$ cat config.mk
export PLATFORM = sky130hd
export DESIGN_NAME = bac_top
export DESIGN_NICKNAME = d
export VERILOG_FILES = /design/src/rtl/bac_pkg.sv /design/src/rtl/bac_cfg_if.sv /design/src/rtl/bac_core.sv /design/src/rtl/bac_top.sv
export SDC_FILE = /design/constraint.sdc
export NUM_CORES = 1
export LEC_CHECK = 0
export BUFFER_PORTS_ARGS = -buffer_cell sky130_fd_sc_hd__buf_2
export CAP_MARGIN = 20
export CORE_MARGIN = 2
export CORE_UTILIZATION = 40
export CTS_BUF_LIST = sky130_fd_sc_hd__clkbuf_8
export DETAILED_ROUTE_END_ITERATION = 10
export GPL_TIMING_DRIVEN = 1
export PLACE_DENSITY = 0.68
export REMOVE_ABC_BUFFERS = 1
export SLEW_MARGIN = 20
export SYNTH_ARGS = -nofsm -noshare
export SYNTH_HDL_FRONTEND = slang
export SYNTH_SLANG_ARGS = --single-unit
$ cat constraint.sdc
create_clock -name clock -period 1.2 [get_ports clock]
set_clock_uncertainty 0.05 [all_clocks]
set_input_delay 0.24 -clock clock [delete_from_list [all_inputs] [get_ports clock]]
set_output_delay 0.24 -clock clock [all_outputs]
set_load 0.02 [all_outputs]
$ cat src/rtl/bac_pkg.sv
// Package: register map, field positions and reset values of the
// boost control configuration register.
// Assumes an 8-bit register access port inside the device.
package bac_pkg;
    localparam logic [7:0] BOOST_CONTROL_CONFIG_ADDR = 8'hA2;
    localparam logic [7:0] BOOST_CONTROL_CONFIG_RST = 8'hAE;
    localparam logic [7:0] CFG_USED_MASK = 8'hEE;
    localparam int ADAPT_FAST_BIT = 7;
    localparam int ADJUST_RATE_BIT = 6;
    localparam int SMOOTH_BIT = 5;
    localparam int ADAPT_EN_BIT = 3;
    localparam int BOOST_EN_BIT = 2;
    localparam int ILIM_BIT = 1;
    localparam logic [3:0] SLOW_DIVIDE = 4'hF;
    localparam logic [3:0] CNT_RST = 4'h0;
    typedef enum logic [1:0] {
        BAC_OFF = 2'b00,
        BAC_START = 2'b01,
        BAC_TRACK = 2'b11
    } bac_state_e;
endpackage

$ cat src/rtl/bac_cfg_if.sv
// Interface: configuration fields passed from the register to the
// boost control core.
// Assumes one clock domain.
`timescale 1ns/1ps
interface bac_cfg_if;
    logic [7:0] cfg;
    modport src (output cfg);
    modport dst (input cfg);
endinterface

$ cat src/rtl/bac_core.sv
// Boost control core: start-up, adaptive tracking and update pacing.
// Assumes the cycle strobe and reached flag are on the same clock.
`timescale 1ns/1ps
module bac_core (
    input wire logic clock,
    input wire logic rstn,
    bac_cfg_if.dst cfg_if,
    input wire logic backlight_en,
    input wire logic dim_cycle_done,
    input wire logic target_reached,
    output logic boost_on,
    output logic adaptive_tracking,
    output logic boost_update
);
    bac_pkg::bac_state_e state_reg, state_next;
    logic [3:0] cnt_reg, cnt_next;
    logic upd_next;
    logic on_next, track_next;

    ////////////////////////////////////////////////////////////////////
    // Next state and pacing
    always_comb begin
        state_next = state_reg;
        cnt_next = cnt_reg;
        upd_next = 1'b0;
        unique case (state_reg)
            bac_pkg::BAC_OFF: begin
                if (cfg_if.cfg[bac_pkg::BOOST_EN_BIT] && backlight_en) begin
                    state_next = bac_pkg::BAC_START;
                end
            end
            bac_pkg::BAC_START: begin
                // Fixed mode stays on the target level until boost or backlight is disabled
                if (cfg_if.cfg[bac_pkg::ADAPT_EN_BIT] && target_reached) begin
                    state_next = bac_pkg::BAC_TRACK;
                end
            end
            bac_pkg::BAC_TRACK: begin
                if (!cfg_if.cfg[bac_pkg::ADAPT_EN_BIT]) begin
                    state_next = bac_pkg::BAC_START;
                end
            end
            default: state_next = bac_pkg::BAC_OFF;
        endcase
        if (!(cfg_if.cfg[bac_pkg::BOOST_EN_BIT] && backlight_en)) begin
            state_next = bac_pkg::BAC_OFF;
        end
        // Update once per dimming cycle, or every 16th one
        if (state_reg == bac_pkg::BAC_TRACK && dim_cycle_done) begin
            if (!cfg_if.cfg[bac_pkg::ADJUST_RATE_BIT]) begin
                upd_next = 1'b1;
                cnt_next = bac_pkg::CNT_RST;
            end else if (cnt_reg == bac_pkg::SLOW_DIVIDE) begin
                upd_next = 1'b1;
                cnt_next = bac_pkg::CNT_RST;
            end else begin
                cnt_next = cnt_reg + 4'h1;
            end
        end
        if (state_reg != bac_pkg::BAC_TRACK) begin
            cnt_next = bac_pkg::CNT_RST;
        end
        // Status levels follow the state that is about to be taken
        on_next = state_next != bac_pkg::BAC_OFF;
        track_next = state_next == bac_pkg::BAC_TRACK;
    end

    // Registered outputs
    always_ff @(posedge clock or negedge rstn) begin
        if (!rstn) begin
            state_reg <= bac_pkg::BAC_OFF;
            cnt_reg <= bac_pkg::CNT_RST;
            boost_update <= 1'b0;
            boost_on <= 1'b0;
            adaptive_tracking <= 1'b0;
        end else begin
            state_reg <= state_next;
            cnt_reg <= cnt_next;
            boost_update <= upd_next;
            boost_on <= on_next;
            adaptive_tracking <= track_next;
        end
    end

    a_boost_off: assert property (
        @(posedge clock) disable iff (!rstn)
        !cfg_if.cfg[bac_pkg::BOOST_EN_BIT] |=> !boost_on)
        else $error("boost on while disabled");
    a_fast_update: assert property (
        @(posedge clock) disable iff (!rstn)
        (state_reg == bac_pkg::BAC_TRACK && dim_cycle_done
         && !cfg_if.cfg[bac_pkg::ADJUST_RATE_BIT]) |=> boost_update)
        else $error("missed per cycle update");
    a_slow_update: assert property (
        @(posedge clock) disable iff (!rstn)
        (boost_update && $past(cfg_if.cfg[bac_pkg::ADJUST_RATE_BIT]))
        |-> $past(cnt_reg) == bac_pkg::SLOW_DIVIDE)
        else $error("slow update too early");
    a_fixed_mode: assert property (
        @(posedge clock) disable iff (!rstn)
        !cfg_if.cfg[bac_pkg::ADAPT_EN_BIT] |=> !adaptive_tracking)
        else $error("tracking in fixed mode");
endmodule

$ cat src/rtl/bac_top.sv
// Top: boost control configuration register and its control outputs.
// Assumes a byte register port with one-cycle strobes on clock.
`timescale 1ns/1ps
module bac_top (
    input wire logic clock,
    input wire logic rstn,
    input wire logic [7:0] reg_addr,
    input wire logic reg_wr,
    input wire logic [7:0] reg_wdata,
    input wire logic reg_rd,
    output logic [7:0] reg_rdata,
    input wire logic backlight_en,
    input wire logic dim_cycle_done,
    input wire logic target_reached,
    output logic boost_on,
    output logic adaptive_tracking,
    output logic boost_update,
    output logic adaptive_fast_mode,
    output logic smooth_dimming_curve,
    output logic inductor_current_limit
);
    logic [7:0] cfg_reg, cfg_next;
    logic [7:0] rdata_next;
    logic [4:0] seen_reg, seen_next;
    // Dimming cycles per update in the slow pacing mode
    localparam logic [4:0] SLOW_PULSES = {1'b0, bac_pkg::SLOW_DIVIDE} + 5'h01;
    bac_cfg_if cfg_bus ();

    ////////////////////////////////////////////////////////////////////
    // Register write and read path
    always_comb begin
        cfg_next = cfg_reg;
        rdata_next = reg_rdata;
        if (reg_wr && reg_addr == bac_pkg::BOOST_CONTROL_CONFIG_ADDR) begin
            cfg_next = reg_wdata & bac_pkg::CFG_USED_MASK;
        end
        if (reg_rd) begin
            // Unmapped addresses read zero
            rdata_next = (reg_addr == bac_pkg::BOOST_CONTROL_CONFIG_ADDR)
                ? cfg_reg : 8'h00;
        end
    end

    // Mode outputs are registered copies so they follow a write by one
    always_ff @(posedge clock or negedge rstn) begin
        if (!rstn) begin
            cfg_reg <= bac_pkg::BOOST_CONTROL_CONFIG_RST;
            reg_rdata <= 8'h00;
            // Start from the default word so they match cfg_reg at once
            adaptive_fast_mode <=
                bac_pkg::BOOST_CONTROL_CONFIG_RST[bac_pkg::ADAPT_FAST_BIT];
            smooth_dimming_curve <=
                bac_pkg::BOOST_CONTROL_CONFIG_RST[bac_pkg::SMOOTH_BIT];
            inductor_current_limit <=
                bac_pkg::BOOST_CONTROL_CONFIG_RST[bac_pkg::ILIM_BIT];
        end else begin
            cfg_reg <= cfg_next;
            reg_rdata <= rdata_next;
            adaptive_fast_mode <= cfg_next[bac_pkg::ADAPT_FAST_BIT];
            smooth_dimming_curve <= cfg_next[bac_pkg::SMOOTH_BIT];
            inductor_current_limit <= cfg_next[bac_pkg::ILIM_BIT];
        end
    end

    assign cfg_bus.cfg = cfg_reg;

    bac_core u_core (
        .clock(clock),
        .rstn(rstn),
        .cfg_if(cfg_bus),
        .backlight_en(backlight_en),
        .dim_cycle_done(dim_cycle_done),
        .target_reached(target_reached),
        .boost_on(boost_on),
        .adaptive_tracking(adaptive_tracking),
        .boost_update(boost_update)
    );

    ////////////////////////////////////////////////////////////////////
    // Shadow count of dimming cycles seen while tracking, kept apart
    // from the core so a pacing slip inside it is caught here
    always_comb begin
        seen_next = seen_reg;
        if (!adaptive_tracking) begin
            seen_next = {1'b0, bac_pkg::CNT_RST};
        end else if (boost_update) begin
            // The update trails its dimming cycle by one edge
            seen_next = {4'h0, dim_cycle_done};
        end else if (dim_cycle_done) begin
            seen_next = seen_reg + 5'h01;
        end
    end

    // Shadow count register
    always_ff @(posedge clock or negedge rstn) begin
        if (!rstn) begin
            seen_reg <= {1'b0, bac_pkg::CNT_RST};
        end else begin
            seen_reg <= seen_next;
        end
    end

    ////////////////////////////////////////////////////////////////////
    // Register port and mode output checks
    a_unused_zero: assert property (
        @(posedge clock) disable iff (!rstn)
        (cfg_reg & ~bac_pkg::CFG_USED_MASK) == 8'h00)
        else $error("unused bits set");

    a_ilim_follow: assert property (
        @(posedge clock) disable iff (!rstn)
        inductor_current_limit == cfg_reg[bac_pkg::ILIM_BIT])
        else $error("current limit mismatch");

    a_speed_follow: assert property (
        @(posedge clock) disable iff (!rstn)
        adaptive_fast_mode == cfg_reg[bac_pkg::ADAPT_FAST_BIT])
        else $error("speed mode mismatch");

    a_slope_follow: assert property (
        @(posedge clock) disable iff (!rstn)
        smooth_dimming_curve == cfg_reg[bac_pkg::SMOOTH_BIT])
        else $error("slope mode mismatch");

    // A write to the config address lands, less the dead bits
    a_write_lands: assert property (
        @(posedge clock) disable iff (!rstn)
        (reg_wr && reg_addr == bac_pkg::BOOST_CONTROL_CONFIG_ADDR) |=>
        cfg_reg == ($past(reg_wdata) & bac_pkg::CFG_USED_MASK))
        else $error("config write lost");

    // Nothing but a config write may move the register
    a_write_other: assert property (
        @(posedge clock) disable iff (!rstn)
        !(reg_wr && reg_addr == bac_pkg::BOOST_CONTROL_CONFIG_ADDR)
        |=> $stable(cfg_reg))
        else $error("config changed without write");

    // Read returns the word held at the read edge
    a_read_cfg: assert property (
        @(posedge clock) disable iff (!rstn)
        (reg_rd && reg_addr == bac_pkg::BOOST_CONTROL_CONFIG_ADDR)
        |=> reg_rdata == $past(cfg_reg))
        else $error("config read wrong");

    // Unmapped addresses read as zero
    a_read_other: assert property (
        @(posedge clock) disable iff (!rstn)
        (reg_rd && reg_addr != bac_pkg::BOOST_CONTROL_CONFIG_ADDR)
        |=> reg_rdata == 8'h00)
        else $error("unmapped read not zero");

    // Read data stands until the next read
    a_rdata_hold: assert property (
        @(posedge clock) disable iff (!rstn)
        !reg_rd |=> $stable(reg_rdata))
        else $error("read data moved");

    a_rdata_unused: assert property (
        @(posedge clock) disable iff (!rstn)
        (reg_rdata & ~bac_pkg::CFG_USED_MASK) == 8'h00)
        else $error("dead bits read back");

    // Mode outputs only move after a write
    a_speed_on_write: assert property (
        @(posedge clock) disable iff (!rstn)
        $changed(adaptive_fast_mode) |-> $past(reg_wr))
        else $error("speed mode moved alone");

    a_slope_on_write: assert property (
        @(posedge clock) disable iff (!rstn)
        $changed(smooth_dimming_curve) |-> $past(reg_wr))
        else $error("slope mode moved alone");

    a_ilim_on_write: assert property (
        @(posedge clock) disable iff (!rstn)
        $changed(inductor_current_limit) |-> $past(reg_wr))
        else $error("current limit moved alone");

    ////////////////////////////////////////////////////////////////////
    // Converter control checks
    a_auto_start: assert property (
        @(posedge clock) disable iff (!rstn)
        (cfg_reg[bac_pkg::BOOST_EN_BIT] && backlight_en) |=> boost_on)
        else $error("boost did not start");

    a_light_off: assert property (
        @(posedge clock) disable iff (!rstn)
        !backlight_en |=> !boost_on)
        else $error("boost on without backlight");

    a_track_boost: assert property (
        @(posedge clock) disable iff (!rstn)
        adaptive_tracking |-> boost_on)
        else $error("tracking while boost off");

    // Start-up always begins at the target level
    a_start_first: assert property (
        @(posedge clock) disable iff (!rstn)
        $rose(boost_on) |-> !adaptive_tracking)
        else $error("boost skipped start phase");

    a_track_entry: assert property (
        @(posedge clock) disable iff (!rstn)
        $rose(adaptive_tracking) |-> $past(target_reached)
        && $past(cfg_reg[bac_pkg::ADAPT_EN_BIT]))
        else $error("tracking entered too soon");

    // Fixed mode keeps regulating to the target level
    a_fixed_hold: assert property (
        @(posedge clock) disable iff (!rstn)
        (boost_on && !adaptive_tracking && !cfg_reg[bac_pkg::ADAPT_EN_BIT]
         && cfg_reg[bac_pkg::BOOST_EN_BIT] && backlight_en)
        |=> boost_on && !adaptive_tracking)
        else $error("fixed mode left start phase");

    a_track_leave: assert property (
        @(posedge clock) disable iff (!rstn)
        $fell(adaptive_tracking) |-> !$past(cfg_reg[bac_pkg::ADAPT_EN_BIT])
        || !$past(cfg_reg[bac_pkg::BOOST_EN_BIT]) || !$past(backlight_en))
        else $error("tracking dropped without cause");

    a_update_track: assert property (
        @(posedge clock) disable iff (!rstn)
        boost_update |-> $past(dim_cycle_done) && $past(adaptive_tracking))
        else $error("update outside tracking cycle");

    a_no_update_off: assert property (
        @(posedge clock) disable iff (!rstn)
        !adaptive_tracking |=> !boost_update)
        else $error("update while not tracking");

    // Slow pacing updates on exactly the sixteenth cycle
    a_slow_pace: assert property (
        @(posedge clock) disable iff (!rstn)
        (boost_update && $past(cfg_reg[bac_pkg::ADJUST_RATE_BIT]))
        |-> seen_reg == SLOW_PULSES)
        else $error("slow update off count");

    // A missed sixteenth update would push the shadow past its end
    a_slow_bound: assert property (
        @(posedge clock) disable iff (!rstn)
        seen_reg <= SLOW_PULSES)
        else $error("slow update missed");
endmodule

[Word-level counts from Yosys, hierarchy flattened]
Index checks and enable logic that the tools add are counted.
W data, S select, Z words.
Operators by class
  $add $sub $neg: 1
  equality and inequality tests: 6
  mux-type cells: 13
  reduce and logical (&&, ||, !) cells: 7
Operators by type and width (number)
  $mux W4: 4
  $mux W8: 2
  $eq A8 B8 Y1 const B: 1
  $mux W2: 3
  $pmux W2 S3: 1
  $add A4 B1 Y4 const B: 1
  $eq A2 B2 Y1 const B: 2
  $eq A4 B4 Y1 const B: 1
  $logic_and A1 B1 Y1: 4
  $reduce_bool A2 Y1: 2
  $mux W1: 3
  $eq A2 B1 Y1 const B: 1
  $logic_not A2 Y1: 1
  $ne A2 B2 Y1 const B: 1
Word-level totals
  bits in registers: 26
  input port bits: 23
  output and inout bits: 14
  word-level logic and storage cells: 38

[Depth between registers and ports, before layout]
  depth in word-level cells: 5
  gate-level depth with buffers: 4
  mapped depth without buffers: 4

[Hierarchy]
A second synthesis with hierarchy kept.
Unflattened totals
  cells, all modules: 83
  area total of the unflattened synthesis: 938.4 µm²
Modules (own cells, without submodules)
  bac_top: times used 1, cells an instance 44, area an instance 536.8 µm², seq. area each 306.5 µm²
  bac_core: times used 1, cells an instance 39, area an instance 401.6 µm², seq. area each 225.2 µm²

[Least setup slack after synthesis]
Ideal clock, no wire load.
  path kind: in2reg
  start: input port reg_addr[0]
  end: register cfg_reg[6], in the netlist cfg_bus.cfg[6]
  library setup time: 0.125 ns
  data arrival time: 0.972 ns
  setup slack: 0.053 ns
  cell stages on the path: 3
  path through: nor4b_4 -> nand3_2 -> mux2_2
Between the ends
  word-level cells in the longest chain between the ends: 2
Ends and longest elaborated chain
  start, declared: line bac_top.sv:7  | input wire logic [7:0] reg_addr,
  $eq A8 B8 Y1: line bac_top.sv:34  | if (reg_wr && reg_addr == bac_pkg::BOOST_CONTROL_CONFIG_ADDR) begin
  $logic_and A1 B1 Y1: line bac_top.sv:34
  end signal, assigned: line bac_top.sv:47  | cfg_reg <= bac_pkg::BOOST_CONTROL_CONFIG_RST;
  end signal, assigned: line bac_top.sv:57  | cfg_reg <= cfg_next;
  end, declared: line bac_top.sv:22  | logic [7:0] cfg_reg, cfg_next;
Every way passes these cells.
A chain may end at the register's enable or synchronous reset.

==> results.ini <==
[status]
status=complete, but fails checks
violations=negative setup slack

[timing]
max_freq_mhz=824
fin_ws_ns=-0.0130
min_period_ns=1.21
report.final.slew_viol_count=0
rsz0062_at_grt=true
whs_ns=0.165
setup_viol=3
fin_tns_setup_ns=-0.0252
hold_viol_final=0
finalCritPeriodShare=1.01

[clock_tree]
numCtsBuffers=3
cts_sinks=21
clock_latency_ns=0.25
htree_num_levels=1
clock_path_buffers=2
clk_pin_slew_ns=0.07
cts_tree=yes
clk_root_buffer_cell=clkbuf_8

[detailed_routing]
vias=713
drcViolationCount=0
routedLengthMet1_microns=746
postRouteAntennaNets=0
drtIter0Drc=13
wl_met3_microns=81
wl_per_cell_microns=11.6
route.top_layer_used=met4
vias_per_cell=4.85
first_pass_iters=4
wl_met2_microns=844
wl_mm=1.70

[logic_synthesis]
yosysSeqAreaShare=0.581
yosys_warnings=0
async_reset_ff_frac=1.00
ys_ff_latch=21
syn_inst=83
synth_edf_count=0
syn_area_per_cell_sq_um=11.0
synth_cell_types=25
netlist_top_cells_area=dfrtp_1 (44%), dfstp_2 (14%), mux2_2 (7.4%), nand2_1 (5.7%), o22ai_1 (4.1%)
yosys.area.top_type=dfrtp_1
synthFlopType=dfrtp_1
synth_area_sq_um=915
synth_top_area_frac=0.438

[global_route]
grt_pass1_wl_mm=3.04
antenna_found_initial=0
grt.overflow.total=0
grt_pass1_vias=726
track_usage=0.153
grt_max_degree=22

[pwr]
p_leak_uw=0.000558
max-vdd-ir-drop_uv=751
cellPowerDensity_mw_per_mm2=1090

[setup_path]
path_max_fanout=3
cp_slowest_cell=dfstp_2
setup.worst_path.class=flop to output pin
cp-start-kind=flop
worstPathCellList=buf_6
required_ns=0.91
cpPeakStageDelay_ns=0.55
path_buf_inv=1
cp.arrival_ns=0.92
end_kind=output pin
cp_top_family=flip-flops

[run]
cap_violations=0

[floorplanning]
dieHeight_microns=51.8
core-area_sq_mm=0.00219
start_util=0.417
row_count=17
dieArea_sq_mm=0.00269
io_pins=37
die_w_microns=51.8

[placed_design]
post-dp-hpwl_mm=1.28
dp_cells=141
port_buffers=32
place.gp.congestion=0.777

[cells_and_area]
fin_cells=147
antenna_cells=0
final_nets=144
area_growth_pct=29.1
drive_gt1_frac=0.437

[hold_path]
hold_class=primary input to flop

-- cells in the mapped netlist (all sizes together), types with 2 or more instances --
cell,count
dfstp,5
nor3,2
o22ai,6
inv,8
nand2,14
mux2,6
dfrtp,16
buf,3
nand4b,2
nand3,4
a21oi,5
-- through the flow --
stage / setup slack [ns] / area, sq um / util / total power, uW
floorplan: 0.0528 / 895 / - / 784
global placement: -0.140 / 1100 / 0.501 / 848
detailed placement: -0.152 / 1100 / 0.501 / 851
CTS: -0.0211 / 1180 / 0.538 / 1320
global route: -0.0436 / 1180 / 0.539 / 1350
finish: -0.0130 / 1180 / 0.539 / 1290
-- power by group --
part / internal (uW) / switching (uW) / leakage (uW)
sequential: 726 / 9.35 / 0.000275
clock: 227 / 212 / 0.0000269
combinational: 54.0 / 58.9 / 0.000256
total: 1010 / 280 / 0.000558
-- repair_timing --
| item | CTS | global route |
|---|---|---|
| endpoints found under the hold margin | 16 | 0 |
| setup endpoints to repair | 3 | 7 |
| hold buffers | 1 | 0 |
| gates resized for setup | 6 | 1 |
| setup buffers | 1 | 0 |
-- cell type report --
class / instances / area (sq um)
Sequential cell: 21 / 532
Clock buffer: 3 / 41.3
Tap cell: 28 / 35.0
Fill cell: 199 / 1010
Inverter: 8 / 30.0
Timing Repair Buffer: 35 / 204
Multi-Input combinational cell: 51 / 335
Clock inverter: 1 / 3.75
-- cells in the final DEF, fill, tap and decap left out --
cell and instances:
buf_2 29, dfrtp_1 16, nand2_1 14, inv_1 9
o22ai_1 6, mux2_2 6, a21oi_1 5, dfstp_2 5
nand3_1 3, clkbuf_8 3, buf_6 3, nor3_1 2
nand4b_1 2, conb_1 2, buf_4 2, nor2_1 1
a211oi_1 1, and4bb_2 1, nor4b_4 1, nand3_2 1
nand4_1 1, or3_1 1, a31oi_1 1, nor2b_1 1
o21ai_0 1, ha_2 1, dlygate4sd3_1 1
-- path summary, 6_finish.rpt --
path                                     start              endpoint  cells past startpoint  slack, ns
hold reg to reg            u_core.state_reg[1]       u_core.boost_on                      1       0.46
setup reg to reg             u_core.cnt_reg[0]     u_core.cnt_reg[3]                      3       0.07
setup / recovery                cfg_bus.cfg[5]  smooth_dimming_curve                      1      -0.01
max in group asynchronous                 rstn        cfg_bus.cfg[7]                      2       0.35
hold / removal                    reg_wdata[3]        cfg_bus.cfg[3]                      2       0.16
min in group asynchronous                 rstn          reg_rdata[5]                      2       0.41
-- kinds of logic after synthesis --
logic type,count (synthesis),synth area share
adders and majority gates,1,0.0137
muxes,6,0.0739
other,1,0.00410
buffers and inverters,12,0.0588
DFF,21,0.581
AOI/OAI and AO/OA,14,0.0889
and+or+nand+nor,28,0.179
-- layer usage --
layer | vias up | global-route usage
li1 | 358 | -
met3 | 3 | 0.0259
met5 | - | 0
met4 | 0 | 0.0702
met1 | 331 | 0.188
met2 | 21 | 0.262
Power figures use the tool's default switching activity.
